$ cat config.mk
export PLATFORM = sky130hd
export DESIGN_NAME = mic_intc
export DESIGN_NICKNAME = d
export VERILOG_FILES = /design/src/common/mic_pkg.sv /design/src/hdl/mic_intc.sv /design/src/hdl/mic_flag.sv /design/src/hdl/mic_sync_edge.sv
export SDC_FILE = /design/constraint.sdc
export NUM_CORES = 1
export LEC_CHECK = 0
export BUFFER_PORTS_ARGS = -buffer_cell sky130_fd_sc_hd__buf_4
export CORE_ASPECT_RATIO = 1.1
export CORE_UTILIZATION = 39
export DETAILED_ROUTE_END_ITERATION = 6
export PLACE_DENSITY = 0.66
export REMOVE_ABC_BUFFERS = 1
export SYNTH_ARGS = -nofsm -noshare
export SYNTH_HDL_FRONTEND = slang
export SYNTH_SLANG_ARGS = --single-unit
$ cat constraint.sdc
create_clock -name mclk -period 2.1 [get_ports mclk]
set_input_delay 0.42 -clock mclk [delete_from_list [all_inputs] [get_ports mclk]]
set_output_delay 0.42 -clock mclk [all_outputs]
set_load 0.02 [all_outputs]
$ cat src/common/mic_pkg.sv
package mic_pkg;

  localparam int unsigned MIC_PC_W  = 10;
  localparam int unsigned MIC_NSRC  = 7;

  // Register addresses in the special purpose data memory
  localparam logic [7:0] MIC_ADDR_EDGE = 8'h0E;
  localparam logic [7:0] MIC_ADDR_C0   = 8'h0F;
  localparam logic [7:0] MIC_ADDR_C1   = 8'h10;

  // Reset values
  localparam logic [7:0] MIC_RST_C0    = 8'h00;
  localparam logic [7:0] MIC_RST_C1    = 8'h00;
  localparam logic [1:0] MIC_RST_EDGE  = 2'h0;

  // Control register 0 bit positions
  localparam int unsigned MIC_C0_GIE   = 0;
  localparam int unsigned MIC_C0_EXTE  = 1;
  localparam int unsigned MIC_C0_ADE   = 2;
  localparam int unsigned MIC_C0_ACE   = 3;
  localparam int unsigned MIC_C0_EXTF  = 4;
  localparam int unsigned MIC_C0_ADF   = 5;
  localparam int unsigned MIC_C0_ACF   = 6;
  // Control register 1: flags in upper nibble, enables in lower
  localparam int unsigned MIC_C1_FLAG  = 4;
  localparam int unsigned MIC_C1_EN    = 0;

  // Source index, lower index wins
  localparam int unsigned MIC_SRC_EXT  = 0;
  localparam int unsigned MIC_SRC_ADC  = 1;
  localparam int unsigned MIC_SRC_ACF  = 2;
  localparam int unsigned MIC_SRC_TB0  = 3;
  localparam int unsigned MIC_SRC_TB1  = 4;
  localparam int unsigned MIC_SRC_TMP  = 5;
  localparam int unsigned MIC_SRC_TMA  = 6;

  // Vector addresses, one per source in source order
  localparam logic [MIC_PC_W-1:0] MIC_VEC [MIC_NSRC] = '{
    10'h004, 10'h008, 10'h00C, 10'h010, 10'h014, 10'h018, 10'h01C};

  typedef enum logic [1:0] {
    MIC_EDGE_OFF  = 2'h0,
    MIC_EDGE_RISE = 2'h1,
    MIC_EDGE_FALL = 2'h2,
    MIC_EDGE_BOTH = 2'h3
  } mic_edge_t;

  typedef struct packed {
    logic [MIC_PC_W-1:0] pc;
    logic                boundary;
    logic                stack_full;
    logic                return_from_irq_instr;
    logic                ret;
  } mic_cpu_req_t;

  typedef struct packed {
    logic                take;
    logic                push;
    logic [MIC_PC_W-1:0] push_pc;
    logic                load;
    logic [MIC_PC_W-1:0] vector;
    logic                pop;
  } mic_cpu_ctl_t;

  typedef struct packed {
    logic tma;
    logic tmp;
    logic tb1;
    logic tb0;
    logic acf;
    logic adc;
  } mic_evt_t;

endpackage : mic_pkg

$ cat src/hdl/mic_intc.sv
// Functional notes
// - Control register 1 upper nibble holds four flags
// - Control register 1 lower nibble holds enables
// - Events always set flag; enable gates vectoring
// - Global enable low blocks every interrupt
// - Taking interrupt pushes PC, loads vector
// - Return from interrupt pops saved PC
// - Distinct vectors, fixed priority among pending
// - Taking interrupt clears global enable
// - Blocked requests still set and hold flags
// - Full stack blocks acknowledgement
// - Any flag set wakes from sleep, idle
// - Pin edge sets external flag when selected
// - External service clears its flag, global enable
// - Edge select: rising, falling, both, off
// - Pull-high stays active in interrupt use
// - Converter done flag, enable, auto clear
// - Auto conversion count flag, enable, auto clear
// - Timer compare P and A independent requests
// - Time base overflow flags, enables, auto clear
// - Edge codes 00 off, 01, 10, 11
// - Wake on flag rise regardless of enable
// - Interrupt return sets global enable; plain return not
`timescale 1ns/1ps
`default_nettype none
module mic_intc (
  input  wire logic                 mclk,
  input  wire logic                 rst,
  input  wire logic [7:0]           sfr_addr,
  input  wire logic                 sfr_wr,
  input  wire logic                 sfr_rd,
  input  wire logic [7:0]           sfr_wdata,
  output logic      [7:0]           sfr_rdata,
  input  wire mic_pkg::mic_evt_t    evt,
  input  wire logic                 ext_pin,
  input  wire logic                 ext_pin_func,
  input  wire logic                 ext_pin_is_input,
  input  wire logic                 ext_pullup_sel,
  output logic                      ext_pullup_en,
  input  wire mic_pkg::mic_cpu_req_t cpu_req,
  output mic_pkg::mic_cpu_ctl_t     cpu_ctl,
  output logic                      wake
);
  import mic_pkg::*;

  logic [MIC_NSRC-1:0] flag;
  logic [MIC_NSRC-1:0] rise;
  logic [MIC_NSRC-1:0] en_r;
  logic [MIC_NSRC-1:0] en_nxt;
  logic [MIC_NSRC-1:0] set;
  logic [MIC_NSRC-1:0] sw_we;
  logic [MIC_NSRC-1:0] sw_val;
  logic [MIC_NSRC-1:0] svc_clr;
  logic [MIC_NSRC-1:0] pend;
  logic                gie_r;
  logic                gie_nxt;
  mic_edge_t           edge_r;
  mic_edge_t           edge_nxt;
  logic                ext_hit;
  logic                wr_c0;
  logic                wr_c1;
  logic                wr_edge;
  logic                take;
  logic [2:0]          sel;
  mic_cpu_ctl_t        ctl_r;
  mic_cpu_ctl_t        ctl_nxt;
  logic [7:0]          rdata_r;
  logic [7:0]          rdata_nxt;
  logic                wake_r;
  logic                wake_nxt;
  logic                pull_r;
  logic                pull_nxt;

  assign wr_c0   = sfr_wr && (sfr_addr == MIC_ADDR_C0);
  assign wr_c1   = sfr_wr && (sfr_addr == MIC_ADDR_C1);
  assign wr_edge = sfr_wr && (sfr_addr == MIC_ADDR_EDGE);

  // External pin path
  mic_sync_edge u_edge (
    .mclk     (mclk),
    .rst      (rst),
    .pin      (ext_pin),
    .route_ok (ext_pin_func & ext_pin_is_input),
    .sel      (edge_r),
    .edge_hit (ext_hit)
  );

  // Event sources into flags
  always_comb begin
    set               = '0;
    set[MIC_SRC_EXT]  = ext_hit;
    set[MIC_SRC_ADC]  = evt.adc;
    set[MIC_SRC_ACF]  = evt.acf;
    set[MIC_SRC_TB0]  = evt.tb0;
    set[MIC_SRC_TB1]  = evt.tb1;
    set[MIC_SRC_TMP]  = evt.tmp;
    set[MIC_SRC_TMA]  = evt.tma;
  end

  // Software writes to flags
  always_comb begin
    sw_we              = '0;
    sw_val             = '0;
    sw_we[MIC_SRC_EXT] = wr_c0;
    sw_we[MIC_SRC_ADC] = wr_c0;
    sw_we[MIC_SRC_ACF] = wr_c0;
    sw_val[MIC_SRC_EXT] = sfr_wdata[MIC_C0_EXTF];
    sw_val[MIC_SRC_ADC] = sfr_wdata[MIC_C0_ADF];
    sw_val[MIC_SRC_ACF] = sfr_wdata[MIC_C0_ACF];
    sw_we[MIC_SRC_TMA:MIC_SRC_TB0]  = {4{wr_c1}};
    sw_val[MIC_SRC_TB0] = sfr_wdata[MIC_C1_FLAG];
    sw_val[MIC_SRC_TB1] = sfr_wdata[MIC_C1_FLAG+1];
    sw_val[MIC_SRC_TMP] = sfr_wdata[MIC_C1_FLAG+2];
    sw_val[MIC_SRC_TMA] = sfr_wdata[MIC_C1_FLAG+3];
  end

  // Flags hold while blocked; set wins over any clear
  for (genvar i = 0; i < MIC_NSRC; i++) begin : g_flag
    mic_flag u_flag (
      .mclk    (mclk),
      .rst     (rst),
      .set     (set[i]),
      .sw_we   (sw_we[i]),
      .sw_val  (sw_val[i]),
      .svc_clr (svc_clr[i]),
      .q       (flag[i]),
      .rise    (rise[i])
    );
  end

  // Per-source enables and edge select
  always_comb begin
    en_nxt   = en_r;
    edge_nxt = edge_r;
    if (wr_c0) begin
      en_nxt[MIC_SRC_EXT] = sfr_wdata[MIC_C0_EXTE];
      en_nxt[MIC_SRC_ADC] = sfr_wdata[MIC_C0_ADE];
      en_nxt[MIC_SRC_ACF] = sfr_wdata[MIC_C0_ACE];
    end
    if (wr_c1) begin
      en_nxt[MIC_SRC_TB0] = sfr_wdata[MIC_C1_EN];
      en_nxt[MIC_SRC_TB1] = sfr_wdata[MIC_C1_EN+1];
      en_nxt[MIC_SRC_TMP] = sfr_wdata[MIC_C1_EN+2];
      en_nxt[MIC_SRC_TMA] = sfr_wdata[MIC_C1_EN+3];
    end
    if (wr_edge) begin
      edge_nxt = mic_edge_t'(sfr_wdata[1:0]);
    end
  end

  always_ff @(posedge mclk) begin
    if (rst) begin
      en_r   <= '0;
      edge_r <= mic_edge_t'(MIC_RST_EDGE);
    end else begin
      en_r   <= en_nxt;
      edge_r <= edge_nxt;
    end
  end

  // Arbitration and vectoring
  assign pend = flag & en_r;

  always_comb begin
    sel = 3'h0;
    for (int k = MIC_NSRC - 1; k >= 0; k--) begin
      if (pend[k]) begin
        sel = k[2:0];
      end
    end
  end

  assign take = (|pend) && gie_r && cpu_req.boundary && !cpu_req.stack_full
                && !cpu_req.return_from_irq_instr && !cpu_req.ret;

  always_comb begin
    ctl_nxt = '0;
    svc_clr = '0;
    if (take) begin
      ctl_nxt.take    = 1'b1;
      ctl_nxt.push    = 1'b1;
      ctl_nxt.push_pc = cpu_req.pc;
      ctl_nxt.load    = 1'b1;
      ctl_nxt.vector  = MIC_VEC[sel];
      svc_clr[sel]    = 1'b1;
    end
    if (cpu_req.return_from_irq_instr || cpu_req.ret) begin
      ctl_nxt.pop = 1'b1;
    end
  end

  // Global enable
  always_comb begin
    gie_nxt = gie_r;
    if (wr_c0) begin
      gie_nxt = sfr_wdata[MIC_C0_GIE];
    end
    if (cpu_req.return_from_irq_instr) begin
      gie_nxt = 1'b1;
    end
    if (take) begin
      gie_nxt = 1'b0;
    end
  end

  // Register read
  always_comb begin
    rdata_nxt = 8'h00;
    if (sfr_rd) begin
      unique case (sfr_addr)
        MIC_ADDR_C0: begin
          rdata_nxt[MIC_C0_GIE]  = gie_r;
          rdata_nxt[MIC_C0_EXTE] = en_r[MIC_SRC_EXT];
          rdata_nxt[MIC_C0_ADE]  = en_r[MIC_SRC_ADC];
          rdata_nxt[MIC_C0_ACE]  = en_r[MIC_SRC_ACF];
          rdata_nxt[MIC_C0_EXTF] = flag[MIC_SRC_EXT];
          rdata_nxt[MIC_C0_ADF]  = flag[MIC_SRC_ADC];
          rdata_nxt[MIC_C0_ACF]  = flag[MIC_SRC_ACF];
        end
        MIC_ADDR_C1: begin
          rdata_nxt = {flag[MIC_SRC_TMA:MIC_SRC_TB0],
                       en_r[MIC_SRC_TMA:MIC_SRC_TB0]};
        end
        MIC_ADDR_EDGE: begin
          rdata_nxt[1:0] = edge_r;
        end
        default: begin
          rdata_nxt = 8'h00;
        end
      endcase
    end
  end

  // Wake and pull-high
  always_comb begin
    wake_nxt = |rise;
    pull_nxt = ext_pullup_sel;
  end

  always_ff @(posedge mclk) begin
    if (rst) begin
      gie_r   <= MIC_RST_C0[MIC_C0_GIE];
      ctl_r   <= '0;
      rdata_r <= 8'h00;
      wake_r  <= 1'b0;
      pull_r  <= 1'b0;
    end else begin
      gie_r   <= gie_nxt;
      ctl_r   <= ctl_nxt;
      rdata_r <= rdata_nxt;
      wake_r  <= wake_nxt;
      pull_r  <= pull_nxt;
    end
  end

  assign cpu_ctl       = ctl_r;
  assign sfr_rdata     = rdata_r;
  assign wake          = wake_r;
  assign ext_pullup_en = pull_r;
endmodule : mic_intc
`default_nettype wire

$ cat src/hdl/mic_flag.sv
`timescale 1ns/1ps
`default_nettype none
module mic_flag (
  input  wire logic mclk,
  input  wire logic rst,
  input  wire logic set,
  input  wire logic sw_we,
  input  wire logic sw_val,
  input  wire logic svc_clr,
  output logic      q,
  output logic      rise
);
  import mic_pkg::*;

  logic flag_r;
  logic flag_nxt;

  always_comb begin
    flag_nxt = flag_r;
    if (sw_we) begin
      flag_nxt = sw_val;
    end
    if (svc_clr) begin
      flag_nxt = 1'b0;
    end
    if (set) begin
      flag_nxt = 1'b1;
    end
  end

  always_ff @(posedge mclk) begin
    if (rst) begin
      flag_r <= 1'b0;
    end else begin
      flag_r <= flag_nxt;
    end
  end

  assign q    = flag_r;
  assign rise = flag_nxt & ~flag_r;

endmodule : mic_flag
`default_nettype wire

$ cat src/hdl/mic_sync_edge.sv
`timescale 1ns/1ps
`default_nettype none
module mic_sync_edge (
  input  wire logic            mclk,
  input  wire logic            rst,
  input  wire logic            pin,
  input  wire logic            route_ok,
  input  wire mic_pkg::mic_edge_t sel,
  output logic                 edge_hit
);
  import mic_pkg::*;

  logic s1_r;
  logic s2_r;
  logic s3_r;
  logic s1_nxt;
  logic s2_nxt;
  logic s3_nxt;
  logic rise;
  logic fall;

  always_comb begin
    s1_nxt = pin;
    s2_nxt = s1_r;
    s3_nxt = s2_r;
  end

  // Chain keeps tracking the pin through reset, so a pin idling high gives no false edge
  always_ff @(posedge mclk) begin
    s1_r <= s1_nxt;
    s2_r <= s2_nxt;
    s3_r <= s3_nxt;
  end

  assign rise = s2_r & ~s3_r;
  assign fall = ~s2_r & s3_r;

  always_comb begin
    unique case (sel)
      MIC_EDGE_OFF:  edge_hit = 1'b0;
      MIC_EDGE_RISE: edge_hit = rise;
      MIC_EDGE_FALL: edge_hit = fall;
      MIC_EDGE_BOTH: edge_hit = rise | fall;
    endcase
    if (rst || !route_ok) begin
      edge_hit = 1'b0;
    end
  end

endmodule : mic_sync_edge
`default_nettype wire

==> impl_metrics.toml, run 1 <==
[status]
status = "finished clean"

[final_layout]
layout_commonest_cell = "buf_4"
layout.nets = 349
syn_to_final_growth_pct = 33.7
antenna_cells = 0
final_cell_mix = "80 x buf_4, 45 x dfxtp_1, 18 x mux2i_1"
layout-drive-gt1-share = 0.306
nFillCells = 469

[timing]
finalSetupViolations = 0
skew_ns = 0.00549
slew_violations = 0
relSlewSlack = 0.659
hold_viol_final = 0
worst_slack_ns = 0.298
tightest_slew_ns = 0.499
fmax_ghz = 0.555
setup_tns_ns = 0
rsz0062_at_grt = "false"
min_period_ns = 1.80
post-route-period-util = 0.858

[clock_tree]
worstSkewPairLatency_ns = 0.29
clk_pin_slew_ns = 0.08
post_cts_buffers = 0
clockRootBuffer = "clkbuf_8"
clockBufferDepth = 2
cts_buffers = 5
cts.sinks = 45
cts.repair.resized = 0
cts_tree = "done"
htree_levels = 2
cts_hold_buf = 0

[synthesis]
synth_area_leaders = "dfxtp_1 43%, mux2i_1 8.5%, and2_1 3.5%"
synth-seq-area-share = 0.425
netlist.area_leader.share = 0.425
yosysWarnings = 0
synth_area_leader_cell = "dfxtp_1"
syn_inst = 228
synth.distinct_cells = 45
ys_ff_latch = 45
syn_avg_cell_area_um2 = 9.29
synth_area_um2 = 2120

[pwr]
total_leakage_power_nw = 1.24
p_clk_frac = 0.384
p_int_mw = 1.34
power.sequential.fraction = 0.517
ir_drop_mv = 0.435
sw_frac_of_total = 0.216
power.switching_mw = 0.370
combPwrFrac = 0.099
power.density_nw_per_um2 = 605

[global_route]
busiest_layer = "met2"
grt_overflow = 0
grt_max_degree = 22
antenna_found_initial = 0
grt_pass1_vias = 1767
met2_usage = 0.324
use_met3 = 0.0431
grt_pass1_wl_um = 8360
grt_usage = 0.189
use_met1 = 0.229

[critical_path]
critPathLaunchType = "register"
critical_path_class = "register to register"
end_kind = "register"
worstPathMaxFanout = 6
required_ns = 2.29
arrival_ns = 1.99

[drt]
vias = 1905
wl_per_cell_um = 13.9
ant_nets = 0
drt_pass1_iterations = 6
first_iter_violations = 206
drc_errors = 0
drt-total-wl_um = 5170
viasPerCell = 5.11

[place]
place_hpwl_um = 4040
gp_congestion = 0.910
port_buffers = 70
dp_slack_ns = 0.0428

[floorplan]
initial_core_util = 0.415
num_rows = 27
die_w_um = 72.3
ios = 78
die_area_um2 = 5730
core_area_um2 = 5100
die-height_um = 79.3

[flow_run]
maxCapViolCount = 0

[hold_path]
holdCritPathClass = "primary input to register"
-- worst paths after layout --
path,from,endpoint,slack [ns],depth (start not counted)
max,en_r[5],cpu_ctl[4],0.30,8
min,ext_pin,u_edge.s1_r,0.23,1
max reg2reg,en_r[5],cpu_ctl[4],0.30,8
min reg2reg,u_edge.s1_r,u_edge.s2_r,0.33,0
-- registers in the layout, summed over array words and instances, names as in the netlist --
| name | cells |
|---|---|
| ext_pullup_en | 1 |
| cpu_ctl | 15 |
| gie_r | 1 |
| u_edge.s2_r | 1 |
| en_r | 7 |
| edge_r | 2 |
| wake | 1 |
| u_edge.s1_r | 1 |
| g_flag.u_flag.q | 7 |
| sfr_rdata | 8 |
| u_edge.s3_r | 1 |
-- through the flow --
stage	area [µm²]	utilization	cells	hold slack [ns]	total power, mW
2_1_floorplan	2010	-	212	0.310	0.964
3_3_place_gp	2720	0.532	365	0.313	1.07
3_5_place_dp	2720	0.532	365	0.315	1.08
4_1_cts	2830	0.555	373	0.227	1.73
5_1_grt	2830	0.555	373	0.214	1.79
6_report	2830	0.555	373	0.235	1.71
-- layout make-up --
| type | count | area, µm² | share of cell area |
|---|---|---|---|
| Multi-Input combinational cell | 153 | 1050 | 0.371 |
| Timing Repair Buffer | 81 | 621 | 0.219 |
| Clock inverter | 1 | 30.0 | 0.0106 |
| Sequential cell | 45 | 901 | 0.318 |
| Clock buffer | 7 | 86.3 | 0.0305 |
| Tap cell | 72 | 90.1 | 0.0318 |
| Inverter | 14 | 52.6 | 0.0186 |
-- synthesized netlist by cell type --
cell and instances:
dfxtp_1 45, buf_1 1, nor2b_1 1, a21oi_1 5, or4b_4 1, nand4b_1 1, or4_1 1, a22oi_1 8
nor2_1 17, a32oi_1 1, mux2i_1 18, o21a_1 1, o21bai_1 1, nand4_1 2, o21ai_0 3, nor3_1 9
a211oi_1 8, nand3_1 2, and4_1 1, nor3_2 1, clkbuf_1 9, a222oi_1 1, conb_1 1, inv_1 14
a22o_1 3, nor4b_1 3, o211a_1 1, a221oi_1 2, a2111oi_0 2, nor3_4 1, a311oi_1 2, or4b_1 1
nand2_1 9, nand2b_1 10, or3_1 3, buf_4 10, o22ai_1 1, and2_1 12, buf_6 2, a31oi_1 2
nor4_1 4, a31o_2 1, a32o_1 1, ha_1 5, o221ai_1 1
-- worst max-delay path, cell delays in order (launching register included) --
cell     delay [ns]
dfxtp_1        0.37
a22oi_1        0.28
nand3_1        0.18
a21oi_1        0.24
inv_1          0.10
ha_1           0.27
inv_1          0.05
mux2i_1        0.05
and2_1         0.17
-- metal layers --
layer  up-vias  share of wire
met5         -              0
met4         0          0.017
met3         8          0.075
met2        86           0.50
met1       870           0.40
li1        941              -
-- power groups by stage --
stage / clock network (mW) / logic [mW] / registers, mW
6_report: 0.658 / 0.169 / 0.887
5_1_grt: 0.719 / 0.184 / 0.890
4_1_cts: 0.678 / 0.170 / 0.886
3_5_place_dp: 0 / 0.169 / 0.907
3_3_place_gp: 0 / 0.168 / 0.907
2_1_floorplan: 0 / 0.0556 / 0.908
-- cells by family (layout without fill, tap and decap cells) --
logic type | count (synthesis) | count (layout) | synth area share
muxes | 18 | 18 | 0.0851
buffers and inverters | 36 | 103 | 0.0886
and+or+nand+nor | 79 | 79 | 0.214
AOI/OAI and AO/OA | 44 | 44 | 0.155
DFF | 45 | 45 | 0.425
other | 1 | 7 | 0.00177
adders and majority gates | 5 | 5 | 0.0295
No activity file was read; power rests on OpenSTA's default activity.
==> run 2, diff against run 1 <==
- GPL_TIMING_DRIVEN: not set -> 0
- clock period: 2.1 -> 1.8 ns (I/O delays scaled with it)
==> impl_metrics.toml, run 2 (synthesis results as in run 1) <==
[status]
status = "finished clean"

[floorplan]
num_rows = 27
core_area_um2 = 5100
die-height_um = 79.3
ios = 78
initial_core_util = 0.415
die_area_um2 = 5730
die_w_um = 72.3

[drt]
first_iter_violations = 199
viasPerCell = 5.17
drt_pass1_iterations = 4
drt-total-wl_um = 5180
wl_per_cell_um = 14.3
ant_nets = 0
drc_errors = 0
vias = 1870

[critical_path]
path_cells = "buf_4 -> or4b_4 -> nor3_4 -> mux2i_1 -> a221oi_1"
r2r_end = "cpu_ctl[4]"
critical_path_class = "primary input to register"
reg2reg_depth = 8
worstReg2RegStart = "g_flag[5].u_flag.q"
cp.buffers_inverters = 1
required_ns = 1.99
worstPathMaxFanout = 5
cp-endpoint = "g_flag[5].u_flag.q"
cp.depth = 5
r2r_slack_ns = 0.10
end_kind = "register"
arrival_ns = 1.91
crit_slowest_cell = "or4b_4"
crit_path_max_incr_delay_ns = 0.58
worstSetupStartpoint = "sfr_addr[3]"
cpLargestDelayFamily = "simple AND/OR/NAND/NOR gates"
critPathLaunchType = "primary input"

[global_route]
grt_usage = 0.186
grt_pass1_vias = 1685
grt_pass1_wl_um = 8160
grt_overflow = 0
antenna_found_initial = 0
grt_max_degree = 23

[timing]
worst_slack_ns = 0.0846
post-route-period-util = 0.953
finalSetupViolations = 0
hold_slack_ns = 0.172
relSlewSlack = 0.548
skew_ns = 0.0140
hold_viol_final = 0
min_period_ns = 1.72
fmax_ghz = 0.583
slew_violations = 0
tightest_slew_ns = 0.678

[hold_path]
hold_path_depth = 1
holdCritPathClass = "primary input to register"

[pwr]
power.density_nw_per_um2 = 678
total_leakage_power_nw = 1.18
ir_drop_mv = 0.342

[clock_tree]
clockBufferDepth = 2
cts_buffers = 5
cts_hold_buf = 0
post_cts_buffers = 0
cts.sinks = 45
clk_pin_slew_ns = 0.09
htree_levels = 2
cts_tree = "done"
clockRootBuffer = "clkbuf_8"
worstSkewPairLatency_ns = 0.30

[final_layout]
final_cell_mix = "70 x buf_4, 42 x dfxtp_1, 18 x mux2i_1"
layout-drive-gt1-share = 0.317
instances_no_fill = 362
largest_register_ffs = 15
antenna_cells = 0
layout_commonest_cell = "buf_4"
layout.nets = 338
syn_to_final_growth_pct = 30.8

[place]
port_buffers = 70
gp_congestion = 0.886
place_inst = 354
place_hpwl_um = 3860
dp_slack_ns = -0.948

[flow_run]
maxCapViolCount = 0
==> run 2: where the power goes <==
part / switching, mW / total (mW) / leakage [nW] / internal (mW)
combinational: 0.0906 / 0.188 / 0.765 / 0.0970
sequential: 0.0261 / 1.04 / 0.368 / 1.02
clock: 0.370 / 0.651 / 0.0447 / 0.281
total: 0.487 / 1.88 / 1.18 / 1.39
==> run 2: how the worst min path moves through the flow <==
| stage | startpoint | slack (ns) | end |
|---|---|---|---|
| detailed placement | u_edge.s1_r | 0.31 | u_edge.s2_r |
| global route | ext_pin | 0.16 | u_edge.s1_r |
| CTS | ext_pin | 0.16 | u_edge.s1_r |
| finish | ext_pin | 0.17 | u_edge.s1_r |
| global placement | u_edge.s1_r | 0.31 | u_edge.s2_r |
| floorplan | u_edge.s1_r | 0.31 | u_edge.s2_r |
==> run 2: repair_timing <==
action,4_1_cts,5_1_grt
pin swaps,0,1
resized for setup,3,9
endpoints found under the hold margin,0,0
endpoints found under the setup margin,16,10
==> run 2: layout make-up <==
| class | count | area, µm² |
|---|---|---|
| fillers | 470 | 2330 |
| multi-input cells | 153 | 1100 |
| flip-flops and latches | 45 | 905 |
| repair buffers | 70 | 526 |
| well taps | 72 | 90.1 |
| clock buffers | 5 | 68.8 |
| inverters | 14 | 52.6 |
| clock inverters | 3 | 25.0 |
==> run 2: metrics by stage <==
stage               total power, mW  setup TNS [ns]  area [µm²]   util
global route                   1.96        -0.00687        2770  0.543
detailed placement             1.25          -16.63        2620  0.514
floorplan                      1.12          -0.608        2010      -
global placement               1.24          -16.08        2620  0.514
CTS                            1.89         -0.0174        2730  0.536
finish                         1.88               0        2770  0.543
==> run 2: routing by layer <==
layer | vias to the layer above | wire, µm | GRT usage
met4 | 0 | 95 | 0.0745
met1 | 858 | 2280 | 0.243
met2 | 80 | 2510 | 0.302
li1 | 926 | - | -
met3 | 6 | 294 | 0.0317
met5 | - | 0 | 0
==> run 2: worst register-to-register path, cell delays in order (launching register included) <==
cell     delay (ns)
dfxtp_2        0.38
a22oi_2        0.21
nand3_1        0.16
a21oi_2        0.23
inv_1          0.09
ha_1           0.27
inv_1          0.05
mux2i_1        0.05
and2_1         0.17
==> run 3, diff against run 2 <==
- CORE_UTILIZATION: 39 -> 49
- PLACE_DENSITY: 0.66 -> 0.79
==> impl_metrics.toml, run 3 (synthesis results as in run 1) <==
[drt]
drt-total-wl_um = 5070
drt_pass1_iterations = 4
ant_nets = 0
wl_per_cell_um = 14.8
drc_errors = 0
viasPerCell = 5.61
vias = 1930
first_iter_violations = 194

[clock_tree]
htree_levels = 2
clk_pin_slew_ns = 0.09
clockRootBuffer = "clkbuf_8"
cts_buffers = 5
worstSkewPairLatency_ns = 0.30
cts_hold_buf = 0
cts_tree = "done"
cts.sinks = 45
clockBufferDepth = 2

[timing]
post-route-period-util = 0.959
worst_slack_ns = 0.0741
tightest_slew_ns = 0.543
slew_violations = 0
hold_viol_final = 0
relSlewSlack = 0.635
min_period_ns = 1.73
setup_tns_ns = 0
fmax_ghz = 0.579
finalSetupViolations = 0
skew_ns = 0.0106

[final_layout]
layout_commonest_cell = "buf_4"
nFillCells = 350
syn_to_final_growth_pct = 29.7
antenna_cells = 0
layout-drive-gt1-share = 0.315
fin_area_um2 = 2750
final_cell_mix = "72 x buf_4, 42 x dfxtp_1, 18 x mux2i_1"
largest_register_ffs = 15
layout.nets = 340

[global_route]
antenna_found_initial = 0
grt_overflow = 0
grt_pass1_vias = 1868
grt_max_degree = 23
grt_pass1_wl_um = 8160
grt_usage = 0.228

[flow_run]
maxCapViolCount = 0

[floorplan]
die_area_um2 = 4590
initial_core_util = 0.523
num_rows = 24
ios = 78
core_area_um2 = 4050
die_w_um = 64.7
die-height_um = 71.0

[status]
status = "finished clean"

[critical_path]
worstSetupStartpoint = "g_flag[1].u_flag.q"
end_kind = "register"
cp-endpoint = "cpu_ctl[4]"
critPathLaunchType = "register"
required_ns = 1.99
critical_path_class = "register to register"
r2r_end = "cpu_ctl[4]"
arrival_ns = 1.92
worstReg2RegStart = "g_flag[1].u_flag.q"
reg2reg_depth = 7
r2r_slack_ns = 0.07
worstPathMaxFanout = 8

[place]
gp_congestion = 0.955
placed_cell_area_um2 = 2600
dp_slack_ns = -0.878
place_hpwl_um = 3740
port_buffers = 70

[pwr]
power.density_nw_per_um2 = 669
ir_drop_mv = 0.468
total_leakage_power_nw = 1.18

[hold_path]
holdCritPathClass = "primary input to register"
hold_path.startpoint = "ext_pin"
[run 3: cell count changes in the layout (fill, tap and decap cells not counted), sizes merged]
cell,change
clkinvlp,+1
clkinv,-1
clkbuf,+1
inv,-1
buf,+2
[run 3: final cells by class]
type | instances | area [µm²] | area share
inverter | 14 | 52.6 | 0.0191
timing repair buffer | 72 | 541 | 0.197
multi-input combinational | 153 | 1100 | 0.399
clock inverter | 2 | 15.0 | 0.00546
clock buffer | 6 | 72.6 | 0.0264
tap | 52 | 65.1 | 0.0237
sequential | 45 | 905 | 0.329
[run 3: report_power, final]
group          internal (mW)  switching (mW)  leakage [nW]
sequential              1.01          0.0267         0.368
clock                  0.274           0.336        0.0374
combinational         0.0971          0.0901         0.772
[run 3: metrics by stage]
step | power, mW | hold WS (ns) | instances | util
6_report | 1.84 | 0.169 | 344 | 0.678
5_1_grt | 1.91 | 0.159 | 344 | 0.678
4_1_cts | 1.84 | 0.168 | 342 | 0.668
3_5_place_dp | 1.24 | 0.326 | 334 | 0.640
3_3_place_gp | 1.24 | 0.312 | 334 | 0.640
2_1_floorplan | 1.12 | 0.310 | 212 | -
[run 3: metal layers]
layer / part of all wire / track usage / up-vias
met2: 0.51 / 0.381 / 98
met3: 0.066 / 0.0468 / 14
met5: 0 / 0 / -
met1: 0.40 / 0.264 / 890
met4: 0.025 / 0.146 / 0
li1: - / - / 928
[run 3: worst min path at each step]
stage / to / slack [ns] / cells after the start
6_report: u_edge.s1_r / 0.17 / 1
5_1_grt: u_edge.s1_r / 0.16 / 1
4_1_cts: u_edge.s1_r / 0.17 / 1
3_5_place_dp: u_edge.s2_r / 0.33 / 0
3_3_place_gp: u_edge.s2_r / 0.31 / 0
2_1_floorplan: u_edge.s2_r / 0.31 / 0
[run 3: worst max-delay path, stage by stage, from the launching register on]
cell	delay (ns)
dfxtp_2	0.42
nand2_1	0.11
a32oi_1	0.32
nand2_1	0.17
ha_1	0.31
inv_1	0.06
mux2i_1	0.06
and2_1	0.18
[run 3: repair_timing]
item	CTS	global route
hold endpoints to repair	0	0
setup buffers	0	2
setup endpoints to repair	14	9
gates cloned	0	0
pin swaps	0	3
resized for setup	4	8
